$ cat src/shared/lcc_pkg.sv
// Package for the LED channel current register bank.
// Assumes an 8-bit register address space and 8-bit data.
package lcc_pkg;
   localparam int LCC_ADDR_W = 8;
   localparam int LCC_DATA_W = 8;
   localparam int LCC_CODE_W = 10;
   localparam int LCC_NUM_CHAN = 3;
   localparam int LCC_HIGH_W = 2;
   // Register offsets.
   localparam logic [7:0] LCC_CHAN_A_CURRENT_HIGH = 8'h03;
   localparam logic [7:0] LCC_CHAN_A_CURRENT_LOW = 8'h04;
   localparam logic [7:0] LCC_CHAN_B_CURRENT_HIGH = 8'h05;
   localparam logic [7:0] LCC_CHAN_B_CURRENT_LOW = 8'h06;
   localparam logic [7:0] LCC_CHAN_C_CURRENT_HIGH = 8'h07;
   localparam logic [7:0] LCC_CHAN_C_CURRENT_LOW = 8'h08;
   // Reset values.
   localparam logic [7:0] LCC_HIGH_RESET = 8'h00;
   localparam logic [7:0] LCC_LOW_RESET = 8'h00;
   // Field position of the high code bits inside a high register.
   localparam int LCC_HIGH_LSB = 0;
   // Nominal current per code step in microamps.
   localparam int LCC_STEP_UA = 2470;
   // Answer returned for an unmapped address.
   localparam logic [7:0] LCC_UNMAPPED_DATA = 8'h00;
endpackage : lcc_pkg

$ cat src/shared/lcc_code_if.sv
// Interface carrying the three channel current codes between modules.
// Assumes the codes are driven by the register bank only.
`timescale 1ns/1ps
`default_nettype none
interface lcc_code_if;
   import lcc_pkg::*;
   logic [LCC_CODE_W-1:0] code [LCC_NUM_CHAN];
   logic [LCC_NUM_CHAN-1:0] upd;
   modport src (output code, output upd);
   modport dst (input code, input upd);
endinterface : lcc_code_if
`default_nettype wire

$ cat src/design/lcc_regs.sv
// Function
// - Channel A code bits 9:8 live in bits 1:0 of register 03h, reset zero.
// - Channel A code bits 7:0 live in register 04h, reset zero.
// - Channel B code bits 9:8 live in bits 1:0 of register 05h, reset zero.
// - Channel B code bits 7:0 live in register 06h, reset zero.
// - Channel C code bits 9:8 live in bits 1:0 of register 07h, reset zero.
// - Every code from zero to all ones is accepted unchanged.
// - Code zero gives zero current; each step adds about 2.47 mA.
// - Channel C code bits 7:0 live in register 08h, reset zero.
//
// Top of the LED channel current register bank.
// Assumes a simple strobe bus synchronous to CLK; read data one cycle later.
`timescale 1ns/1ps
`default_nettype none
module lcc_regs
   import lcc_pkg::*;
(
   input wire logic CLK, // System clock, 125 MHz.
   input wire logic RST_N, // Asynchronous reset, active low.
   input wire logic [LCC_ADDR_W-1:0] ADDR, // Register address.
   input wire logic [LCC_DATA_W-1:0] WDATA, // Write data.
   input wire logic WR, // Write strobe, one cycle.
   input wire logic RD, // Read strobe, one cycle.
   output logic [LCC_DATA_W-1:0] RDATA, // Read data, valid cycle after RD.
   output logic [LCC_CODE_W-1:0] CHAN_A_CURRENT_CODE, // Channel A current code.
   output logic [LCC_CODE_W-1:0] CHAN_B_CURRENT_CODE, // Channel B current code.
   output logic [LCC_CODE_W-1:0] CHAN_C_CURRENT_CODE, // Channel C current code.
   output logic [LCC_NUM_CHAN-1:0] CODE_UPDATED // Pulse per write to a channel's register.
);
   localparam logic [7:0] HIGH_ADDRS [LCC_NUM_CHAN] =
      '{LCC_CHAN_A_CURRENT_HIGH, LCC_CHAN_B_CURRENT_HIGH, LCC_CHAN_C_CURRENT_HIGH};
   localparam logic [7:0] LOW_ADDRS [LCC_NUM_CHAN] =
      '{LCC_CHAN_A_CURRENT_LOW, LCC_CHAN_B_CURRENT_LOW, LCC_CHAN_C_CURRENT_LOW};

   lcc_code_if codes ();

   logic [LCC_DATA_W-1:0] rdata_ff;
   logic [LCC_DATA_W-1:0] nxt_rdata;
   logic [LCC_CODE_W-1:0] code_ff [LCC_NUM_CHAN];
   logic [LCC_NUM_CHAN-1:0] upd_ff;

   // One register pair per channel; each stores any full 10-bit code.
   generate
      for (genvar i = 0; i < LCC_NUM_CHAN; i++) begin : g_chan
         lcc_chan_reg #(
            .HIGH_ADDR(HIGH_ADDRS[i]),
            .LOW_ADDR(LOW_ADDRS[i])
         ) u_chan (
            .clk(CLK),
            .rst_n(RST_N),
            .wr(WR),
            .addr(ADDR),
            .wdata(WDATA),
            .code(codes.code[i]),
            .upd(codes.upd[i])
         );
      end
   endgenerate

   // Returns the read value of one address; high registers pad with zeros.
   function automatic logic [7:0] read_mux(input logic [7:0] a,
                                           input logic [LCC_CODE_W-1:0] c0,
                                           input logic [LCC_CODE_W-1:0] c1,
                                           input logic [LCC_CODE_W-1:0] c2);
      logic [7:0] r;
      r = LCC_UNMAPPED_DATA;
      unique case (a)
         LCC_CHAN_A_CURRENT_HIGH: r = {6'h00, c0[9:8]};
         LCC_CHAN_A_CURRENT_LOW: r = c0[7:0];
         LCC_CHAN_B_CURRENT_HIGH: r = {6'h00, c1[9:8]};
         LCC_CHAN_B_CURRENT_LOW: r = c1[7:0];
         LCC_CHAN_C_CURRENT_HIGH: r = {6'h00, c2[9:8]};
         LCC_CHAN_C_CURRENT_LOW: r = c2[7:0];
         default: r = LCC_UNMAPPED_DATA;
      endcase
      return r;
   endfunction : read_mux

   // Read data is formed from the stored codes and held for one cycle.
   always_comb begin
      nxt_rdata = RD ? read_mux(ADDR, codes.code[0], codes.code[1], codes.code[2])
                     : LCC_UNMAPPED_DATA;
   end

   // Read data register; zero outside the answer cycle.
   always_ff @(posedge CLK or negedge RST_N) begin
      if (!RST_N) begin
         rdata_ff <= 8'h00;
      end else begin
         rdata_ff <= nxt_rdata;
      end
   end

   // Codes leave through flip-flops so the current DAC sees clean values.
   // A code of zero requests zero current; current scales linearly per step.
   always_ff @(posedge CLK or negedge RST_N) begin
      if (!RST_N) begin
         for (int i = 0; i < LCC_NUM_CHAN; i++) begin
            code_ff[i] <= '0;
         end
         upd_ff <= '0;
      end else begin
         for (int i = 0; i < LCC_NUM_CHAN; i++) begin
            code_ff[i] <= codes.code[i];
         end
         upd_ff <= codes.upd;
      end
   end

   assign RDATA = rdata_ff;
   assign CHAN_A_CURRENT_CODE = code_ff[0];
   assign CHAN_B_CURRENT_CODE = code_ff[1];
   assign CHAN_C_CURRENT_CODE = code_ff[2];
   assign CODE_UPDATED = upd_ff;
endmodule : lcc_regs
`default_nettype wire

$ cat src/design/lcc_chan_reg.sv
// One channel's split 10-bit current code: high and low register halves.
// Assumes one-cycle write strobes synchronous to the clock.
`timescale 1ns/1ps
`default_nettype none
module lcc_chan_reg
   import lcc_pkg::*;
#(
   parameter logic [7:0] HIGH_ADDR = 8'h03,
   parameter logic [7:0] LOW_ADDR = 8'h04
) (
   input wire logic clk, // System clock.
   input wire logic rst_n, // Asynchronous reset, active low.
   input wire logic wr, // Write strobe.
   input wire logic [7:0] addr, // Register address.
   input wire logic [7:0] wdata, // Write data.
   output logic [LCC_CODE_W-1:0] code, // Assembled current code.
   output logic upd // Pulse when either half was written.
);
   logic [LCC_HIGH_W-1:0] high_ff;
   logic [7:0] low_ff;
   logic upd_ff;

   // High half keeps only its two code bits; writes to upper bits are dropped.
   always_ff @(posedge clk or negedge rst_n) begin
      if (!rst_n) begin
         high_ff <= LCC_HIGH_RESET[LCC_HIGH_W-1:0];
      end else if (wr && addr == HIGH_ADDR) begin
         high_ff <= wdata[LCC_HIGH_LSB +: LCC_HIGH_W];
      end
   end

   // Low half holds all eight low code bits.
   always_ff @(posedge clk or negedge rst_n) begin
      if (!rst_n) begin
         low_ff <= LCC_LOW_RESET;
      end else if (wr && addr == LOW_ADDR) begin
         low_ff <= wdata;
      end
   end

   // Update pulse follows any write to this channel.
   always_ff @(posedge clk or negedge rst_n) begin
      if (!rst_n) begin
         upd_ff <= 1'b0;
      end else begin
         upd_ff <= wr && (addr == HIGH_ADDR || addr == LOW_ADDR);
      end
   end

   assign code = {high_ff, low_ff};
   assign upd = upd_ff;
endmodule : lcc_chan_reg
`default_nettype wire

$ cat config.mk
export PLATFORM = sky130hd
export DESIGN_NAME = lcc_regs
export DESIGN_NICKNAME = d
export VERILOG_FILES = /design/src/shared/lcc_pkg.sv /design/src/shared/lcc_code_if.sv /design/src/design/lcc_regs.sv /design/src/design/lcc_chan_reg.sv
export SDC_FILE = /design/constraint.sdc
export NUM_CORES = 1
export LEC_CHECK = 0
export BUFFER_PORTS_ARGS = -buffer_cell sky130_fd_sc_hd__buf_2
export CAP_MARGIN = 5
export CORE_ASPECT_RATIO = 1.1
export CORE_MARGIN = 1.5
export CORE_UTILIZATION = 53
export DETAILED_ROUTE_END_ITERATION = 10
export GPL_TIMING_DRIVEN = 0
export MAX_ROUTING_LAYER = met4
export PLACE_DENSITY_LB_ADDON = 0.2
export REMOVE_ABC_BUFFERS = 1
export SYNTH_ARGS = -nofsm -noshare
export SYNTH_HDL_FRONTEND = slang
export SYNTH_SLANG_ARGS = --single-unit
$ cat constraint.sdc
create_clock -name CLK -period 1.4 [get_ports CLK]
set_input_delay 0.28 -clock CLK [delete_from_list [all_inputs] [get_ports CLK]]
set_output_delay 0.28 -clock CLK [all_outputs]
set_load 0.01 [all_outputs]
* After elaboration in Yosys (flattened, before gate mapping)
Cells that the tools add are included.
** Storage, ports and cells
- Flip-flop bits (word level) :: 74
- Latch bits :: 0
- Memory bits (writable) :: 0
- Bits in read-only memories :: 0
- Input port bits :: 20
- Output and inout port bits :: 41
- Logic and storage cells :: 34
- Memories kept :: 0
** Operators by class
- Add/subtract/negate cells :: 0
- $mul :: 0
- Divide/modulo/power cells :: 0
- Magnitude comparators :: 0
- Eq/ne operators :: 6
- Shift-type cells :: 0
- Muxes and demuxes :: 2
- Bitwise operators :: 0
- Reductions and logical operators :: 12
** Operator list (number)
- 8-bit case mux with 6 select lines :: 1
- 8-bit by 3-bit equality test with 1-bit output (second input constant) :: 4
- 1-bit logical AND :: 9
- 8-bit by 2-bit equality test with 1-bit output (second input constant) :: 1
- 8-bit by 4-bit equality test with 1-bit output (second input constant) :: 1
- 8-bit two-way mux :: 1
- 1-bit logical OR :: 3

* Logic depth before layout (Yosys ltp)
- Depth after elaboration :: 3
- Gate-level depth with buffers :: 5
- Gate-level depth less buffers :: 3

* Cells and area by module
From an unflattened synthesis, not the netlist that was laid out.
** Second synthesis, totals
- Cell total of the unflattened synthesis :: 169
- Area total of the unflattened synthesis :: 2731.4 um^2
** Modules (own cells, without submodules)
- lcc_regs :: instances 1, cells each 84, area each 1352.5 um^2, seq. area each 1026.0 um^2
- lcc_chan_reg (g_chan[0].u_chan) :: instances 1, cells each 31, area each 470.5 um^2, seq. area each 275.3 um^2
- lcc_chan_reg (g_chan[1].u_chan) :: instances 1, cells each 27, area each 459.2 um^2, seq. area each 275.3 um^2
- lcc_chan_reg (g_chan[2].u_chan) :: instances 1, cells each 27, area each 449.2 um^2, seq. area each 275.3 um^2

* Least setup slack after synthesis
No wires, ideal clock.
- Path type :: input-to-reg
- Start point :: in ADDR[7]
- End point :: reg g_chan[0].u_chan.low_ff[0]
- Library setup time :: 125 ps
- Data arrival time :: 1749 ps
- Setup slack :: -473 ps
- Stages :: 4
- Path buffers :: 1
- Cells stage by stage :: or4_1 buf_2 nor4_4 mux2_2
** Between the ends
- Word-level cells in the longest chain between the ends :: 2
** RTL lines
- start: declaration :: line lcc_regs.sv:20 : input wire logic [LCC_ADDR_W-1:0] ADDR,
- 8-bit by 3-bit equality test with 1-bit output :: line lcc_chan_reg.sv:36 : end else if (wr && addr == LOW_ADDR) begin
- 1-bit logical AND :: line lcc_chan_reg.sv:36
- end signal: assignment :: line lcc_chan_reg.sv:37 : low_ff <= wdata;
- end: declaration :: line lcc_chan_reg.sv:20 : logic [7:0] low_ff;
Every way passes these cells.
A chain may end at the register's enable or synchronous reset.

* Final worst setup path
- Start point :: in ADDR[7]
- End point :: reg g_chan[0].u_chan.low_ff[4]
Same word-level chain as after synthesis.

==> key figures <==
Synthesis
  • Seq/Total Area, Yosys: 0.6691
  • Synth Register Bits: 74
  • Area share of the largest cell type after synthesis: 0.6691
  • Most instantiated cells after synthesis: dfrtp_1 (74), mux2_2 (32), and3b_1 (14), nand3_1 (9)
  • Post-synth EDFFs: 0
  • Leading area contributor after synthesis: dfrtp_1
  • Cell variety after synth: 26
  • Ys Warns: 0
  • Mapped Avg Cell Area: 15.04 µm²
  • Post-synth top flop: dfrtp_1
  • Top post-synthesis cells by area: dfrtp_1 (67%), mux2_2 (13%), and3b_1 (4.4%)
  • FFs w/ async S/R, synth: 1.000
  • Synth Cell Area: 2768 µm²
  • Count leader, synth: dfrtp_1
  • Gate Count Post-Synth: 184

Floorplan
  • Die area: 5665 µm²
  • Die W: 71.90 µm
  • Die Ht: 78.79 µm
  • Starting Density: 0.5498
  • I/O pins: 61
  • Cell Rows: 27
  • Area of the core: 5034 µm²

Place
  • DP HPWL: 3332 µm
  • PortBufs: 60
  • Post-DP Area: 3119 µm²
  • Final Wtd Congestion: 0.7372

Outcome
  • Failing checks: setup timing
  • Status: finished, violations left

Power and ir drop
  • P per Cell Area: 1194 nW/µm²
  • Worst vdd ir: 0.7366 mV
  • P_leak: 0.001862 µW

Timing
  • Final setup viols: 10
  • FMAX: 0.6783 GHz
  • Final worst path period need: 1474 ps
  • Pins over their slew limit: 0
  • Slew @ Worst Pin: 868.8 ps
  • RSZ-0062 raised after global routing: yes
  • Hold Fails Final Rpt: 0
  • Worst clock skew: 4.776 ps
  • Final worst setup slack: -74.35 ps
  • Fin crit share: 1.053
  • Worst relative slew slack: 0.4208

Setup path
  • Crit. End Element: flip-flop
  • Setup CP Type: in -> reg
  • Worst Path Arrival: 1700 ps
  • Worst Path Max Fanout: 9
  • Data required, critical path: 1630 ps
  • Critical Path Start Type: primary input
  • Reg2Reg Depth: 3

Clocking
  • TritonCTS clock tree: built
  • Root Driver: clkbuf_8
  • Worst-Skew Late Latency: 340 ps
  • H-Tree Depth: 3
  • Hold Buf Count CTS: 0
  • Clock sinks: 74
  • Reg clk slew, reported paths: 70 ps
  • Max Root-Sink Buffers: 2
  • Num CTS Buffers: 9

Routing
  • DRC viols: 0
  • Via/cell ratio: 5.634
  • Via count: 1803
  • TritonRoute pass-1 iters: 4
  • Drt wl/cell: 16.91 µm
  • Routed WL: 5410 µm
  • Post-route antenna net violation count: 0
  • DRT iter0 DRCs: 157

Flow run
  • Max cap viols: 0

Global routing
  • GRT overflow: 0
  • Pin count of the biggest net entering global routing: 75
  • GRT Util Overall: 0.2123
  • Initial antenna violation count: 0
  • Global-route wire length before repair: 8687 µm
  • Number of global-route vias before repair: 1737

Cells and area
  • Filler cells: 322
  • Layout cell share with drive strength beyond 1: 0.4771
  • Layout Nets: 277
  • Area Growth Syn to Fin: 27.40%
  • Antenna Cells: 0
  • Final instance area: 3526 µm²
  • Final Util: 0.7005

Worst hold path
  • Worst hold path type: in -> async
## path summary, 6_finish.rpt
check / from / slack [ps] / to
max: ADDR[7] / -70 / g_chan[0].u_chan.low_ff[4]
min: RST_N / 60 / CHAN_A_CURRENT_CODE[8]
max reg2reg: g_chan[2].u_chan.low_ff[4] / 310 / RDATA[4]
min reg2reg: g_chan[1].u_chan.upd / 340 / CODE_UPDATED[1]
max in group asynchronous: RST_N / 780 / CHAN_B_CURRENT_CODE[2]
min in group CLK: WDATA[6] / 200 / g_chan[1].u_chan.low_ff[6]
## registers in the layout (all words and copies together), names as in the netlist
register and count:
CHAN_B_CURRENT_CODE 10, g_chan.u_chan.upd 3, g_chan.u_chan.high_ff 6, CHAN_C_CURRENT_CODE 10, RDATA 8, CODE_UPDATED 3, g_chan.u_chan.low_ff 24, CHAN_A_CURRENT_CODE 10
## through the flow
step | setup slack, ps | setup TNS [ps] | hold slack, ps | cells | total power (µW)
after global routing | -89.20 | -766.2 | 122.0 | 320 | 4362
after global placement | -1562 | -65460 | 331.1 | 294 | 2562
after floorplan | -730.9 | -19220 | -15.59 | 176 | 2399
after CTS | -48.07 | -456.5 | 85.73 | 315 | 4228
final | -74.35 | -502.6 | 59.01 | 320 | 4212
after detailed placement | -982.6 | -30590 | 334.7 | 294 | 2572
## routing by layer
layer / track usage / share of wire / vias to the layer above
met5: - / 0 / -
met4: 0.07358 / 0.014 / 0
met3: 0.06726 / 0.058 / 9
met2: 0.3213 / 0.50 / 65
met1: 0.2732 / 0.43 / 905
li1: - / - / 824
## report_power, final
part           total (µW)  switching [µW]  internal [µW]
sequential           2260            41.7           2220
combinational         307             173            133
clock                1640             724            921
total                4210             939           3270
## final cells by class
| type | count | area (µm²) | share of cell area |
|---|---|---|---|
| repair buffers | 70 | 436.7 | 0.1238 |
| flip-flops and latches | 74 | 1852 | 0.5252 |
| multi-input cells | 102 | 967.2 | 0.2743 |
| clock buffers | 14 | 162.7 | 0.04613 |
| well taps | 58 | 72.57 | 0.02058 |
| clock inverters | 2 | 35.03 | 0.009936 |
## timing repair
| item | CTS | global route |
|---|---|---|
| setup endpoints to repair | 39 | 23 |
| pin swaps | 4 | 1 |
| gates cloned | 0 | 0 |
| resized for setup | 20 | 4 |
| setup buffers | 5 | 5 |
| hold endpoints to repair | 0 | 0 |
## critical path: stages
cell and delay [ps]:
buf_8 90, or4_4 590, nor4_4 210, buf_12 180
mux2_2 330
## cell usage in the layout (no fill, tap or decap)
| master | synthesis | routed |
|---|---|---|
| a211oi_1 | 7 | 6 |
| a211oi_2 | 0 | 1 |
| a21o_1 | 1 | 1 |
| a21oi_1 | 2 | 2 |
| a22oi_1 | 2 | 2 |
| a2bb2oi_1 | 1 | 1 |
| and3b_1 | 14 | 14 |
| buf_12 | 0 | 3 |
| buf_2 | 2 | 55 |
| buf_4 | 0 | 10 |
| buf_6 | 0 | 1 |
| buf_8 | 0 | 1 |
| bufinv_16 | 0 | 1 |
| clkbuf_1 | 6 | 3 |
| clkbuf_8 | 0 | 11 |
| clkinv_2 | 0 | 1 |
| dfrtp_1 | 74 | 74 |
| mux2_2 | 32 | 21 |
| mux2_4 | 0 | 11 |
| nand2_1 | 4 | 4 |
| nand2b_1 | 3 | 3 |
| nand3_1 | 9 | 9 |
| nand3b_1 | 3 | 3 |
| nand4_1 | 2 | 2 |
| nand4_2 | 1 | 1 |
| nor2_4 | 0 | 1 |
| nor2b_1 | 3 | 3 |
| nor3_1 | 2 | 1 |
| nor3_2 | 0 | 1 |
| nor3_4 | 1 | 1 |
| nor4_4 | 1 | 2 |
| nor4bb_2 | 0 | 2 |
| o2111ai_1 | 2 | 2 |
| o211ai_1 | 7 | 7 |
| or4_4 | 0 | 1 |
## cells by family (layout without fill, tap and decap cells)
kind of cell | Yosys count | in the layout | synth area share
AOI/OAI and AO/OA | 22 | 22 | 0.05922
buffers and inverters | 8 | 86 | 0.01175
DFF | 74 | 74 | 0.6691
muxes | 32 | 32 | 0.1302
and+or+nand+nor | 48 | 48 | 0.1297
Power figures use the tool's default switching activity.
